===== src/rtl/adc_seq_pkg.sv =====
// shared constants for the converter sequencing control block
package adc_seq_pkg;
    // register byte offsets
    localparam logic [11:0] csr_offset = 12'h000;
    localparam logic [11:0] result_offset = 12'h004;
    localparam logic [11:0] int_status_offset = 12'h008;
    localparam logic [11:0] int_mask_offset = 12'h00c;
    // control/status field positions
    localparam int power_bit = 5;
    localparam int complete_bit = 7;
    localparam int chan_lsb = 0;
    localparam int chan_msb = 2;
    // reset values
    localparam logic [7:0] csr_reset = 8'h00;
    localparam logic [7:0] result_reset = 8'h00;
    localparam logic [6:0] count_reset = 7'h00;
    // timing: one conversion lasts this many core clocks
    localparam int conv_cycles = 64;
    localparam logic [6:0] conv_last = 7'(conv_cycles - 1);
    // number of analog inputs on the larger variant
    localparam int num_inputs = 8;
    // interrupt status bit position
    localparam int irq_done_bit = 0;
endpackage


===== src/rtl/adc_sequencing_control.sv =====
// converter sequencing control with apb register access
//
// Overview of operation
// - bit 5 is converter power switch
// - bits 2..0 select analog input channel
// - selector addresses up to eight inputs
// - control write aborts conversion, restarts it when bit 5 is written 1
// - finished conversion loads result, sets bit 7
// - conversions repeat back to back automatically
// - result read returns latest completed value
// - control write clears completion flag
// - each conversion takes 64 core clocks
// - results are 8-bit unsigned, 0 to 255
`timescale 1ns/1ns
`default_nettype none
module adc_sequencing_control
(
    // clock and reset
    input wire logic pclk,
    input wire logic presetn,
    // apb slave
    input wire logic psel,
    input wire logic penable,
    input wire logic pwrite,
    input wire logic [11:0] paddr,
    input wire logic [31:0] pwdata,
    input wire logic [3:0] pstrb,
    output logic [31:0] prdata,
    output logic pready,
    output logic pslverr,
    // converter analog front end (digitised sample per input)
    input wire logic [7:0] analog_sample [adc_seq_pkg::num_inputs],
    output logic [2:0] channel_select,
    output logic converter_power_on,
    // interrupt
    output logic irq
);
    typedef enum logic [1:0] {
        st_idle = 2'b01,
        st_conv = 2'b10
    } conv_state_e;

    conv_state_e state_r;
    logic [7:0] csr_r;
    logic [7:0] result_r;
    logic [6:0] count_r;
    logic [7:0] sample_sync1_r [adc_seq_pkg::num_inputs];
    logic [7:0] sample_sync2_r [adc_seq_pkg::num_inputs];
    logic int_status_r;
    logic int_mask_r;
    logic access;
    logic wr_csr;
    logic wr_status;
    logic wr_mask;
    logic conv_done;
    logic power;

    // apb decode: zero wait state, one access cycle
    assign access = psel && penable;
    assign pready = 1'b1;
    assign wr_csr = access && pwrite && (paddr == adc_seq_pkg::csr_offset) && pstrb[0];
    assign wr_status = access && pwrite && (paddr == adc_seq_pkg::int_status_offset)
        && pstrb[0];
    assign wr_mask = access && pwrite && (paddr == adc_seq_pkg::int_mask_offset) && pstrb[0];
    assign power = csr_r[adc_seq_pkg::power_bit];
    assign converter_power_on = power;
    assign channel_select = csr_r[adc_seq_pkg::chan_msb:adc_seq_pkg::chan_lsb];
    assign conv_done = (state_r == st_conv) && (count_r == adc_seq_pkg::conv_last);

    // unmapped addresses answer with an error, data zero
    always_comb
    begin
        prdata = 32'h0000_0000;
        pslverr = 1'b0;
        case (paddr)
            adc_seq_pkg::csr_offset: prdata = {24'h00_0000, csr_r};
            adc_seq_pkg::result_offset: prdata = {24'h00_0000, result_r};
            adc_seq_pkg::int_status_offset: prdata = {31'h0000_0000, int_status_r};
            adc_seq_pkg::int_mask_offset: prdata = {31'h0000_0000, int_mask_r};
            default: pslverr = access;
        endcase
    end

    // analog pins come from outside the clock domain: two flops each
    genvar gi;
    generate
        for (gi = 0; gi < adc_seq_pkg::num_inputs; gi++)
        begin : g_sync
            always_ff @(posedge pclk or negedge presetn)
            begin
                if (!presetn)
                begin
                    sample_sync1_r[gi] <= 8'h00;
                    sample_sync2_r[gi] <= 8'h00;
                end
                else
                begin
                    sample_sync1_r[gi] <= analog_sample[gi];
                    sample_sync2_r[gi] <= sample_sync1_r[gi];
                end
            end
        end
    endgenerate

    // conversion sequencer; a control write always restarts the count
    always_ff @(posedge pclk or negedge presetn)
    begin
        if (!presetn)
        begin
            state_r <= st_idle;
            count_r <= adc_seq_pkg::count_reset;
        end
        else if (wr_csr)
        begin
            state_r <= pwdata[adc_seq_pkg::power_bit] ? st_conv : st_idle;
            count_r <= adc_seq_pkg::count_reset;
        end
        else
        begin
            case (state_r)
                st_idle:
                begin
                    count_r <= adc_seq_pkg::count_reset;
                end
                st_conv:
                begin
                    // wraps to zero and keeps going after each result
                    count_r <= count_r + 7'h01;
                    if (count_r == adc_seq_pkg::conv_last)
                        count_r <= adc_seq_pkg::count_reset;
                end
                default:
                begin
                    state_r <= st_idle;
                    count_r <= adc_seq_pkg::count_reset;
                end
            endcase
        end
    end

    // control/status: write replaces settings and clears the flag
    always_ff @(posedge pclk or negedge presetn)
    begin
        if (!presetn)
            csr_r <= adc_seq_pkg::csr_reset;
        else if (wr_csr)
        begin
            csr_r <= {1'b0, 1'b0, pwdata[5:0]};
            csr_r[4:3] <= 2'b00;
        end
        else if (conv_done)
            csr_r[adc_seq_pkg::complete_bit] <= 1'b1;
    end

    // result: sampled at the end of the conversion, 0..255 unsigned
    // writes to this offset fall through and are ignored
    always_ff @(posedge pclk or negedge presetn)
    begin
        if (!presetn)
            result_r <= adc_seq_pkg::result_reset;
        else if (conv_done && !wr_csr)
            result_r <= sample_sync2_r[channel_select];
    end

    // sticky completion interrupt; a new event wins over the clear
    always_ff @(posedge pclk or negedge presetn)
    begin
        if (!presetn)
            int_status_r <= 1'b0;
        else if (conv_done && !wr_csr)
            int_status_r <= 1'b1;
        else if (wr_status && pwdata[adc_seq_pkg::irq_done_bit])
            int_status_r <= 1'b0;
    end

    // interrupt mask
    always_ff @(posedge pclk or negedge presetn)
    begin
        if (!presetn)
            int_mask_r <= 1'b0;
        else if (wr_mask)
            int_mask_r <= pwdata[adc_seq_pkg::irq_done_bit];
    end

    assign irq = int_status_r && int_mask_r;
endmodule
`default_nettype wire


===== config.mk =====
export PLATFORM = sky130hd
export DESIGN_NAME = adc_sequencing_control
export DESIGN_NICKNAME = d
export VERILOG_FILES = /design/src/rtl/adc_seq_pkg.sv /design/src/rtl/adc_sequencing_control.sv
export SDC_FILE = /design/constraint.sdc
export NUM_CORES = 1
export LEC_CHECK = 0
export BUFFER_PORTS_ARGS = -buffer_cell sky130_fd_sc_hd__clkbuf_2
export CAP_MARGIN = 20
export CORE_MARGIN = 1
export CORE_UTILIZATION = 30
export DETAILED_ROUTE_END_ITERATION = 8
export HOLD_SLACK_MARGIN = 0.08
export RECOVER_POWER = 25
export SLEW_MARGIN = 40
export SYNTH_ARGS = -nofsm -noshare
export SYNTH_HDL_FRONTEND = slang
export SYNTH_SLANG_ARGS = --single-unit

===== constraint.sdc =====
create_clock -name pclk -period 2.9 [get_ports pclk]
set_clock_uncertainty 0.2 [all_clocks]
set_input_delay 0.145 -clock pclk [delete_from_list [all_inputs] [get_ports pclk]]
set_output_delay 0.145 -clock pclk [all_outputs]
set_load 0.005 [all_outputs]

== Yosys cells after proc, flatten, opt, wreduce, memory -nomap -nowiden ==
Cells that the tools add are included.
Storage, ports and cells
  bits in registers: 152
  bits in latches: 0
  RAM bits: 0
  bits in read-only memories: 0
  input bits: 117
  output and inout port bits: 39
  word-level logic and storage cells: 66
  memories: 0
Cells by class
  add/sub/neg operators: 1
  $mul: 0
  div/mod/pow operators: 0
  $lt $le $gt $ge: 1
  eq/ne operators: 7
  shifts and indexed selects: 0
  mux-type cells: 15
  bitwise operators: 1
  reduce and logical (&&, ||, !) cells: 18
Operator list (number)
  $pmux W8 S4: 1
  $bmux W8 S3: 1
  $eq A12 B4 Y1 const B: 2
  $mux W7: 3
  $mux W8: 2
  $eq A12 B3 Y1 const B: 1
  $logic_and A1 B1 Y1: 12
  $logic_not A12 Y1: 1
  $add A7 B1 Y7 const B: 1
  $eq A7 B6 Y1 const B: 1
  $mux W2: 3
  $mux W1: 5
  $ge A4 B4 Y1 const B: 1
  $not A3 Y4: 1
  $reduce_bool A2 Y1: 2
  $reduce_or A4 Y1: 1
  $eq A2 B1 Y1 const B: 1
  $eq A2 B2 Y1 const B: 1
  $ne A2 B1 Y1 const B: 1
  $reduce_or A2 Y1: 1
  $logic_not A1 Y1: 1

== Logic depth before layout (Yosys ltp) ==
Gate-level depths: netlist (run 1).
  word-level depth: 7
  mapped depth: 7
  gate-level depth less buffers: 6

== Worst setup path after synthesis (run 1) ==
No wires, ideal clock.
  path kind: register to register
  start: register state_r[0]
  end: register result_r[6]
  setup time: 82 ps
  data arrival time: 1464 ps
  required time: 2618 ps
  slack: 1154 ps
  stages on the path, launching flop included: 8
  buffers on the path: 1
  clock period less this slack: 1746 ps
  cells stage by stage: dfstp_2 inv_1 ha_1 nand3_2 nor4b_4 buf_6 a21oi_2 a31oi_1
On the way
  longest elaborated chain between the ends: 3
RTL lines
  start: declaration: line adc_sequencing_control.sv:43  | conv_state_e state_r;
  start signal: assignment: line adc_sequencing_control.sv:110  | state_r <= st_idle;
  start signal: assignment: line adc_sequencing_control.sv:115  | state_r <= pwdata[adc_seq_pkg::power_bit] ? st_conv : st_idle;
  start signal: assignment: line adc_sequencing_control.sv:134  | state_r <= st_idle;
  $eq A2 B2 Y1: line adc_sequencing_control.sv:68  | assign conv_done = (state_r == st_conv) && (count_r == adc_seq_pkg::conv_last);
  $logic_and A1 B1 Y1: line adc_sequencing_control.sv:68
  $logic_and A1 B1 Y1: line adc_sequencing_control.sv:161  | else if (conv_done && !wr_csr)
  end signal: assignment: line adc_sequencing_control.sv:160  | result_r <= adc_seq_pkg::result_reset;
  end signal: assignment: line adc_sequencing_control.sv:162  | result_r <= sample_sync2_r[channel_select];
  end: declaration: line adc_sequencing_control.sv:45  | logic [7:0] result_r;
Every way passes these cells.
A chain may end at the register's enable or synchronous reset.

== Worst setup path in the final report (run 1) ==
  start: register state_r[0]
  end: register int_status_r
On the way
  longest elaborated chain between the ends: 4
  elaborated cells on any way between the ends: 5
  those cells by class: 1 x eq/ne; 1 x mux; 3 x reduce/logical
RTL lines
  $eq A2 B2 Y1 *: line adc_sequencing_control.sv:68
  $logic_and A1 B1 Y1 *: line adc_sequencing_control.sv:68
  $logic_and A1 B1 Y1 *: line adc_sequencing_control.sv:170  | else if (conv_done && !wr_csr)
  $mux W1 / $reduce_bool A2 Y1 (equally long branches)
  end signal: assignment: line adc_sequencing_control.sv:169  | int_status_r <= 1'b0;
  end signal: assignment: line adc_sequencing_control.sv:171  | int_status_r <= 1'b1;
  end signal: assignment: line adc_sequencing_control.sv:173  | int_status_r <= 1'b0;
  end: declaration: line adc_sequencing_control.sv:49  | logic int_status_r;
Mark *: on every way between the ends. The rest lies on a longest branch, timed or not.

==> qor.csv, run 1 <==
stage,metric,value,unit
global_routing,grt_pass1_wl,16.0,mm
run_status,status,"finished, final reports clean",
die,rows,47,
sta,maxSlewViolCount,0,
sta,finalSetupViolations,0,
worst_setup_path,cp-start-kind,register,
sta,finalSetupTns,0,ns
worst_setup_path,path_max_fanout,15,
drt,finalWirelength,9.56,mm
clocking,cts.clk_slew.worst_paths,0.06,ns
sta,clock.fmax,0.410,GHz
clocking,cts_buffer_depth,2,
min_path,worstHoldPathCells,0,
worst_setup_path,path_cells,"inv_1, ha_1, nand3_2, nor4b_4, buf_4, nor3_1, a31oi_1, dlygate4sd3_1",
die,dieWidth,133,um
sta,holdWs,0.146,ns
worst_setup_path,rr_endpoint,int_status_r$_DFFE_PN0P_,
clocking,clk_latency,0.41,ns
drt,vias,2892,
worst_setup_path,critPathSlowestCell,dlygate4sd3_1,
worst_setup_path,critPathRequiredTime,3.05,ns
final_layout,area_growth_syn_to_layout,36.9,%
sta,tightest_slew,0.699,ns
clocking,cts.sinks,152,
placement,place_hpwl,5.94,mm
die,design.core.area,16700,sq um
sta,fin_crit,2.44,ns
drt,wire_per_inst,13.5,um
synth,syn_avg_cell_area,17.3,sq um
placement,place.gp.congestion,0.678,
synth,synthTopCellsByCount,"dfrtp_1, buf_4, mux2i_1",
clocking,cts-root-buf,clkbuf_16,
die,die_height,133,um
synth,ys_ff_latch,152,
synth,synth.most_common_cell,dfrtp_1,
final_layout,drive_above_1_share,0.325,
drt,drt_iter0_drc,66,
synth,synthArstFlopShare,1.00,
placement,port_buffers,99,
sta,fin_crit_sh,0.841,
global_routing,grt_remaining_overflow,0,
min_path,hold-path-endpoint,sample_sync2_r[2]$_DFF_PN0_,
synth,yosysSeqAreaShare,0.735,
global_routing,grt_max_degree,81,
drt,drt_first_pass_iters,4,
synth,yosysWarnings,0,
final_layout,num_antenna_cells,0,
synth,netlist.area_leader.share,0.730,
die,dieArea,17800,sq um
global_routing,track_usage,0.120,
worst_setup_path,critPathKind,register to register,
global_routing,grt_pass1_vias,3223,
min_path,hold_class,register to register,
drt,ant_nets,0,
sta,timing.final.hold_violations,0,
drt,drc_errors,0,
clocking,htree_levels,4,
worst_setup_path,cp-end-kind,register,
power,p_leak,0.00327,uW
power,p_per_area,664,nW/um^2
clocking,cts_tree,yes,
synth,synth_ff_type,dfrtp_1,
worst_setup_path,critPathMaxStageDelay,0.56,ns
final_layout,num-nets-final,595,
synth,yosysTopAreaCell,dfrtp_1,
synth,synth-edff-count,0,
sta,relSlewSlack,0.534,
drt,via_per_inst,4.08,
die,initial_core_util,0.310,
sta,rsz0062_at_grt,no,
synth,mappedNetlistArea,5170,sq um
power,max-vdd-ir-drop,0.000473,V
job,maxCapViolCount,0,
synth,synth_cell_type_count,37,
die,io_pins,156,
clocking,cts-buffers-inserted,17,
final_layout,num-fill-cells,1507,
min_path,min_from,sample_sync1_r[2]$_DFF_PN0_,
worst_setup_path,r2r_start,state_r[0]$_DFFE_PN1P_,
worst_setup_path,cp_data_arrival_time,2.58,ns
clocking,post_cts_buffers,0,
synth,synthCells,299,
worst_setup_path,rr_worst_depth,8,
synth,synth_area_leaders,"dfrtp_1, mux4_2, buf_4",
worst_setup_path,rrSetupSlack,0.46,ns
global_routing,antenna_found_initial,0,
where the power goes:
group	total (uW)	internal, uW	leakage [uW]	switching (uW)
Combinational	219	125	0.00115	93.5
Sequential	2230	2210	0.00182	22.7
Clock	2250	1370	0.000298	877
Total	4700	3710	0.00327	993
flip-flops by register name (all words and copies together) (netlist names):
| signal | count |
|---|---|
| sample_sync1_r | 64 |
| sample_sync2_r | 64 |
| int_status_r | 1 |
| count_r | 7 |
| result_r | 8 |
| csr_r | 5 |
| state_r | 2 |
| int_mask_r | 1 |
cell usage in the layout, fill, tap and decap left out, types with 6 or more instances in the layout:
master         count
dlygate4sd3_1     70
a31oi_1           10
and3_1             6
nor2_1            10
clkbuf_16         17
mux2i_1           12
mux4_2            10
conb_1            25
nor3_1             6
a21oi_1            8
mux4_1             7
dfrtp_1          150
clkbuf_2          97
stage by stage:
stage                     total power, uW  instances  setup WS, ns  area (sq um)   util
after floorplan                      2320        322          1.15          5260      -
after global placement               2410        607         0.893          5770  0.346
after detailed placement             2420        607         0.968          5770  0.346
after CTS                            4760        709         0.470          7090  0.424
after global routing                 4900        709         0.304          7090  0.424
final                                4700        709         0.461          7090  0.424
metal layers:
metal  part of all wire  up-vias  global-route usage
met3              0.059        9              0.0403
met5                  0        -                   0
met2               0.52      107               0.206
li1                   -     1335                   -
met1               0.42     1441               0.139
met4             0.0095        0              0.0473
cells by family after synthesis:
| family | synth area share |
|---|---|
| buf+inv | 0.0643 |
| xor+xnor | 0.00677 |
| fa+ha+maj | 0.00483 |
| flops | 0.735 |
| other cells | 0.00145 |
| compound gates | 0.0261 |
| simple gates | 0.0481 |
| mux | 0.113 |
worst max-delay path, delay by kind of cell, from the launching register on:
family / cells / cell delay (ns)
adder cells (fa/ha/maj): 1 / 0.23
AO/OA/AOI/OAI: 1 / 0.18
buffers and inverters: 3 / 0.91
flip-flops: 1 / 0.36
AND/OR/NAND/NOR: 3 / 0.50
what timing repair did:
| action | 4_1_cts | 5_1_grt |
|---|---|---|
| hold buffers | 70 | 0 |
| gates resized for setup | 0 | 0 |
| hold endpoints to repair | 150 | 0 |
cell type report:
type / instances / area, sq um / share of cell area
Clock inverter: 15 / 190 / 0.0268
Sequential cell: 152 / 3810 / 0.537
Tap cell: 220 / 275 / 0.0388
Inverter: 4 / 15.0 / 0.00212
Multi-Input combinational cell: 127 / 1120 / 0.159
Timing Repair Buffer: 174 / 1250 / 0.177
Clock buffer: 17 / 425 / 0.0600
how the worst max path moves through the flow:
| stage | start | end | slack [ns] |
|---|---|---|---|
| finish | state_r[0]$_DFFE_PN1P_ | int_status_r$_DFFE_PN0P_ | 0.46 |
| global route | state_r[0]$_DFFE_PN1P_ | int_status_r$_DFFE_PN0P_ | 0.30 |
| CTS | state_r[0]$_DFFE_PN1P_ | int_status_r$_DFFE_PN0P_ | 0.47 |
| detailed placement | csr_r[0]$_DFFE_PN0P_ | result_r[7]$_DFFE_PN0P_ | 0.97 |
| global placement | csr_r[1]$_DFFE_PN0P_ | result_r[3]$_DFFE_PN0P_ | 0.89 |
| floorplan | state_r[0]$_DFFE_PN1P_ | result_r[6]$_DFFE_PN0P_ | 1.15 |
No activity file was read; power rests on OpenSTA's default activity.
==> run 2, diff against run 1 <==
--- a/config.mk
+++ b/config.mk
@@ -5,6 +5,7 @@
 export SDC_FILE = /design/constraint.sdc
 export NUM_CORES = 1
 export LEC_CHECK = 0
+export ABC_AREA = 1
 export BUFFER_PORTS_ARGS = -buffer_cell sky130_fd_sc_hd__clkbuf_2
 export CAP_MARGIN = 20
 export CORE_MARGIN = 1
==> constraint.sdc (replaced) <==
create_clock -name pclk -period 2.1 [get_ports pclk]
set_clock_uncertainty 0.2 [all_clocks]
set_input_delay 0.105 -clock pclk [delete_from_list [all_inputs] [get_ports pclk]]
set_output_delay 0.105 -clock pclk [all_outputs]
set_load 0.005 [all_outputs]
==> run 2 against run 1 <==
- the flow now finishes with violations (design-rule violations)
- via count grew 35%
- design area increased by 7.8%
- wire length is 20% higher
- utilization fell by 0.21 points
- final cell count increased by 37%
- critical path depth did not move
- clock power rose by 25%
- register-to-register slack got worse by 0.22 ns
- global-route usage is 1.5 points higher
- synthesized area grew 7.5%
- critical endpoint is now prdata[1]
- largest power group is now sequential cells
- highest routed layer unchanged
==> qor.csv, run 2 <==
stage,metric,value,unit
global_routing,grt_pass1_vias,3947,
job,maxCapViolCount,0,
power,p_total,6250,uW
drt,ant_nets,0,
worst_setup_path,cp-end-kind,primary output,
die,dieArea,19100,sq um
final_layout,top_regs,"sample_sync1_r x64, sample_sync2_r x64, result_r x8",
drt,vias,3908,
sta,clock.fmax,0.507,GHz
global_routing,antenna_found_initial,0,
die,io_pins,156,
synth,mappedNetlistArea,5560,sq um
final_layout,drive_above_1_share,0.199,
worst_setup_path,path_max_fanout,6,
drt,via_per_inst,4.02,
placement,place.gp.congestion,0.802,
global_routing,grt_remaining_overflow,0,
drt,finalWirelength,11.5,mm
power,max-vdd-ir-drop,0.000684,V
drt,drt_iter0_drc,168,
synth,netlist.area_leader.share,0.679,
synth,synthArstFlopShare,1.00,
die,dieWidth,138,um
sta,rsz0062_at_grt,yes,
sta,fin_crit_sh,0.940,
clocking,htree_levels,4,
sta,maxSlewViolCount,0,
clocking,cts.clk_slew.worst_paths,0.06,ns
worst_setup_path,rr_endpoint,state_r[1]$_DFFE_PN0P_,
synth,synthTopCellsByCount,"dfrtp_1, nand2_1, inv_1",
min_path,min_from,paddr[3],
worst_setup_path,rr_worst_depth,6,
clocking,cts_buffer_depth,2,
clocking,clk_latency,0.42,ns
die,design.core.area,18100,sq um
clocking,cts_tree,yes,
sta,fin_crit,1.97,ns
worst_setup_path,critPathRequiredTime,1.79,ns
clocking,cts-buffers-inserted,17,
synth,yosysWarnings,0,
drt,wire_per_inst,11.8,um
min_path,hold_class,input pin to register,
min_path,hold-path-endpoint,csr_r[0]$_DFFE_PN0P_,
clocking,cts.sinks,152,
global_routing,grt_max_degree,53,
synth,syn_avg_cell_area,10.3,sq um
power,p_per_area,818,nW/um^2
placement,place_hpwl,7.48,mm
min_path,worstHoldPathCells,6,
drt,drc_errors,18,
worst_setup_path,cp_data_arrival_time,1.67,ns
final_layout,num_antenna_cells,0,
clocking,cts-root-buf,clkbuf_16,
final_layout,layout_commonest_cell,dfrtp_1,
sta,finalWorstSetupSlack,0.126,ns
synth,synth-edff-count,0,
power,p_leak,0.00398,uW
run_status,status,"finished, violations left",
synth,synth.most_common_cell,dfrtp_1,
global_routing,grt_pass1_wl,19.5,mm
worst_setup_path,rrSetupSlack,0.24,ns
die,die_height,138,um
run_status,violations,design-rule violations,
worst_setup_path,critPathKind,input pin to primary output,
synth,synth_area_leaders,"dfrtp_1, nand2_1, inv_1",
final_layout,num-nets-final,849,
sta,finalSetupViolations,0,
synth,yosysTopAreaCell,dfrtp_1,
sta,holdWs,0.118,ns
die,initial_core_util,0.308,
placement,pre_cts_slack,0.327,ns
synth,yosysSeqAreaShare,0.684,
synth,ys_ff_latch,152,
worst_setup_path,r2r_start,state_r[0]$_DFFE_PN1P_,
sta,timing.final.hold_violations,0,
worst_setup_path,cp-start-kind,input pin,
placement,port_buffers,99,
global_routing,track_usage,0.135,
drt,drt_first_pass_iters,9,
final_layout,area_growth_syn_to_layout,37.3,%
final_layout,final_cell_mix,"dfrtp_1, nand2_1, clkbuf_2",
synth,synth_cell_type_count,24,
synth,synth_ff_type,dfrtp_1,
final_layout,num-fill-cells,1708,
die,rows,49,
synth,synthCells,540,
-- run 2: cell count changes in the layout (fill, tap and decap cells not counted), moves of 6 or more --
cell and change:
a31oi_1 -10, nand2_1 +142, nor2_1 +10, mux4_2 -10, a21oi_1 -8, mux4_1 -7
and3_1 -6, dlygate4sd3_1 +10, mux2i_1 -12, inv_1 +84, o21ai_0 +10, nand3_1 +52
-- run 2: cell type report --
cell class                      instances  area, sq um  area share
Multi-Input combinational cell        279         1230       0.161
Clock inverter                         11         88.8      0.0116
Inverter                               91          344      0.0451
Timing Repair Buffer                  189         1410       0.185
Tap cell                              229          287      0.0375
Clock buffer                           21          470      0.0616
Sequential cell                       152         3800       0.498
-- run 2: worst max-delay path, stage by stage --
cell and delay [ns]:
dlygate4sd3_1 0.54, clkbuf_2 0.13, inv_1 0.09, nand2_1 0.06, nor2_2 0.16, nand2_1 0.17
o21ai_0 0.25, clkbuf_2 0.15
-- run 2: cells by family (layout without fill, tap and decap cells) --
logic type               count (synthesis)  count (layout)  synth area share
AO/OA/AOI/OAI                           12              12            0.0110
XOR/XNOR                                 2               2           0.00315
adder cells (fa/ha/maj)                  2               2           0.00450
buffers and inverters                  132             312             0.110
flip-flops                             152             152             0.684
other                                    2              25           0.00135
AND/OR/NAND/NOR                        238             238             0.186
-- run 2: repair_timing --
item	in CTS	in global routing
endpoints found under the hold margin	235	0
gates resized for setup	0	2
endpoints found under the setup margin	0	4
hold buffers	80	0
buffers inserted	0	1
-- run 2: worst max-delay path by stage --
stage / start / to
after floorplan: count_r[0]$_DFF_PN0_ / result_r[7]$_DFFE_PN0P_
after global routing: paddr[2] / state_r[1]$_DFFE_PN0P_
final: paddr[2] / prdata[1]
after CTS: paddr[5] / int_status_r$_DFFE_PN0P_
after global placement: count_r[0]$_DFF_PN0_ / result_r[2]$_DFFE_PN0P_
after detailed placement: count_r[0]$_DFF_PN0_ / result_r[4]$_DFFE_PN0P_
-- run 2: routing by layer --
layer | vias to the layer above | global-route usage | wire, um
met1 | 1827 | 0.165 | 5110
met2 | 107 | 0.223 | 5690
met4 | 0 | 0.0633 | 212
met3 | 15 | 0.0374 | 490
li1 | 1959 | - | -
met5 | - | 0 | 0
-- run 2: power breakdown --
part	switching, uW	leakage (uW)	internal [uW]
combinational	161	0.00192	183
sequential	32.0	0.00180	3050
clock	1190	0.000261	1620
-- run 2: metrics by stage --
step | util | instances | TNS [ns] | area [sq um]
final | 0.422 | 972 | 0 | 7640
after global routing | 0.422 | 972 | -0.0202 | 7640
after CTS | 0.422 | 971 | 0 | 7630
after detailed placement | 0.347 | 859 | 0 | 6270
after global placement | 0.347 | 859 | 0 | 6270
after floorplan | - | 563 | 0 | 5650
==> run 3, diff against run 2 <==
==> constraint.sdc (replaced) <==
create_clock -name pclk -period 2.1 [get_ports pclk]
set_clock_uncertainty 0.2 [all_clocks]
set_input_delay 0.42 -clock pclk [delete_from_list [all_inputs] [get_ports pclk]]
set_output_delay 0.42 -clock pclk [all_outputs]
set_load 0.005 [all_outputs]
==> run 3 against run 2 <==
- total power rose by 1.6%
- sequential share of layout area grew 0.15 points
- sequential power barely moved
- the run still ends with design-rule violations left
- wire length down 0.57%
- worst setup slack got worse by 0.048 ns
- flip-flop and latch count unchanged
==> qor.csv, run 3 (same netlist as run 2, synthesis figures left out) <==
stage,metric,value,unit
sta,finalSetupViolations,0,
worst_setup_path,cp-start-kind,input pin,
drt,drt_iter0_drc,157,
final_layout,layout_commonest_cell,dfrtp_1,
worst_setup_path,cp-end-kind,primary output,
min_path,hold_class,register to register,
worst_setup_path,cp_common_cell,clkbuf_2,
die,design.core.area,18100,sq um
clocking,clk_latency,0.41,ns
final_layout,multi_input_area,1240,sq um
drt,wl_met2,5.73,mm
die,dieWidth,138,um
final_layout,num-nets-final,844,
final_layout,post-route-util,0.421,
run_status,violations,design-rule violations,
sta,timing.final.hold_violations,0,
final_layout,area_growth_syn_to_layout,36.9,%
clocking,cts.clk_slew.worst_paths,0.06,ns
worst_setup_path,cp_data_arrival_time,1.40,ns
clocking,cts.sinks,152,
sta,maxSlewViolCount,0,
drt,drc_errors,18,
final_layout,top_regs,"sample_sync1_r x64, sample_sync2_r x64, result_r x8",
worst_setup_path,rrSetupSlack,0.25,ns
die,rows,49,
sta,clock.fmax,0.495,GHz
die,initial_core_util,0.308,
final_layout,num_antenna_cells,0,
job,maxCapViolCount,0,
worst_setup_path,critPathSlowestCell,nor2_1,
clocking,htree_levels,4,
power,max-vdd-ir-drop,0.000677,V
clocking,post_cts_buffers,0,
final_layout,final_cell_mix,"dfrtp_1, nand2_1, clkbuf_2",
global_routing,antenna_found_initial,0,
die,io_pins,156,
placement,place_hpwl,7.53,mm
drt,vias,3820,
power,p_leak,0.00401,uW
clocking,cts-buffers-inserted,17,
sta,fin_crit,2.02,ns
drt,drt_first_pass_iters,6,
sta,fin_crit_sh,0.963,
worst_setup_path,critPathRequiredTime,1.48,ns
final_layout,num-fill-cells,1743,
run_status,status,"finished, violations left",
worst_setup_path,critPathKind,input pin to primary output,
clocking,cts_buffer_depth,2,
drt,wl_met3,529,um
worst_setup_path,path_max_fanout,5,
worst_setup_path,path_cells,"clkbuf_2, inv_1, nand2_1, nor2_1, buf_4, nand3_1, o21ai_1, clkbuf_2",
die,die_height,138,um
global_routing,grt_pass1_vias,3812,
drt,wl_met1,5.00,mm
placement,place.gp.congestion,0.819,
power,p_total,6350,uW
sta,rsz0062_at_grt,yes,
drt,via_per_inst,3.95,
placement,port_buffers,99,
global_routing,grt_max_degree,50,
drt,finalWirelength,11.4,mm
global_routing,track_usage,0.133,
die,dieArea,19100,sq um
clocking,cts_tree,yes,
final_layout,seqCellArea,3800,sq um
worst_setup_path,critPathMaxStageDelay,0.18,ns
global_routing,grt_pass1_wl,19.2,mm
drt,top_layer,met4,
global_routing,grt_remaining_overflow,0,
drt,wire_per_inst,11.8,um
clocking,cts-root-buf,clkbuf_16,
power,p_per_area,833,nW/um^2
drt,ant_nets,0,
final_layout,drive_above_1_share,0.215,
sta,finalSetupTns,0,ns
-- run 3: changes by cell type in the layout (fill, tap and decap cells not counted), moves of 3 or more --
cell and change:
clkinvlp_4 -3, clkbuf_1 -3, clkbuf_2 +3, dlygate4sd3_1 -11, buf_4 +5
-- run 3: per-layer routing --
layer | up-vias | global-route usage
met1 | 1759 | 0.164
met3 | 13 | 0.0395
met2 | 103 | 0.223
met4 | 0 | 0.0491
met5 | - | 0
li1 | 1945 | -
-- run 3: critical path, delay by kind of cell --
kind | cells | cell delay (ns)
buffers and inverters | 4 | 0.54
AOI/OAI and AO/OA | 1 | 0.12
and+or+nand+nor | 3 | 0.32
-- run 3: cell type report --
type / count / share of cell area
repair buffers: 184 / 0.179
multi-input cells: 279 / 0.163
well taps: 229 / 0.0376
inverters: 91 / 0.0449
clock buffers: 21 / 0.0618
clock inverters: 11 / 0.0145
flip-flops and latches: 152 / 0.500
-- run 3: final timing paths --
kind / start / endpoint / cells after the start
max in group asynchronous: presetn / sample_sync2_r[12]$_DFF_PN0_ / 3
hold reg to reg: sample_sync1_r[38]$_DFF_PN0_ / sample_sync2_r[38]$_DFF_PN0_ / 0
hold / removal: sample_sync1_r[38]$_DFF_PN0_ / sample_sync2_r[38]$_DFF_PN0_ / 0
setup reg to reg: count_r[0]$_DFF_PN0_ / result_r[0]$_DFFE_PN0P_ / 8
min in group asynchronous: presetn / sample_sync1_r[20]$_DFF_PN0_ / 2
setup / recovery: paddr[3] / prdata[7] / 8
-- run 3: power by group --
part | total [uW] | internal [uW] | switching (uW)
sequential | 3080 | 3050 | 29.8
clock | 2920 | 1740 | 1170
combinational | 344 | 181 | 163
-- run 3: stage by stage --
| stage | instances | hold WS [ns] | setup slack [ns] | area (sq um) |
|---|---|---|---|---|
| floorplan | 563 | -0.0756 | 0.360 | 5650 |
| global placement | 866 | 0.133 | 0.0674 | 6340 |
| detailed placement | 866 | 0.135 | 0.0603 | 6340 |
| CTS | 967 | 0.142 | 0.0447 | 7610 |
| global route | 967 | 0.150 | -0.0378 | 7610 |
| finish | 967 | 0.143 | 0.0784 | 7610 |
-- run 3: what timing repair did --
item | CTS | global route
endpoints found under the setup margin | 0 | 6
hold endpoints to repair | 113 | 0
hold buffers | 69 | 0
resized for setup | 0 | 5
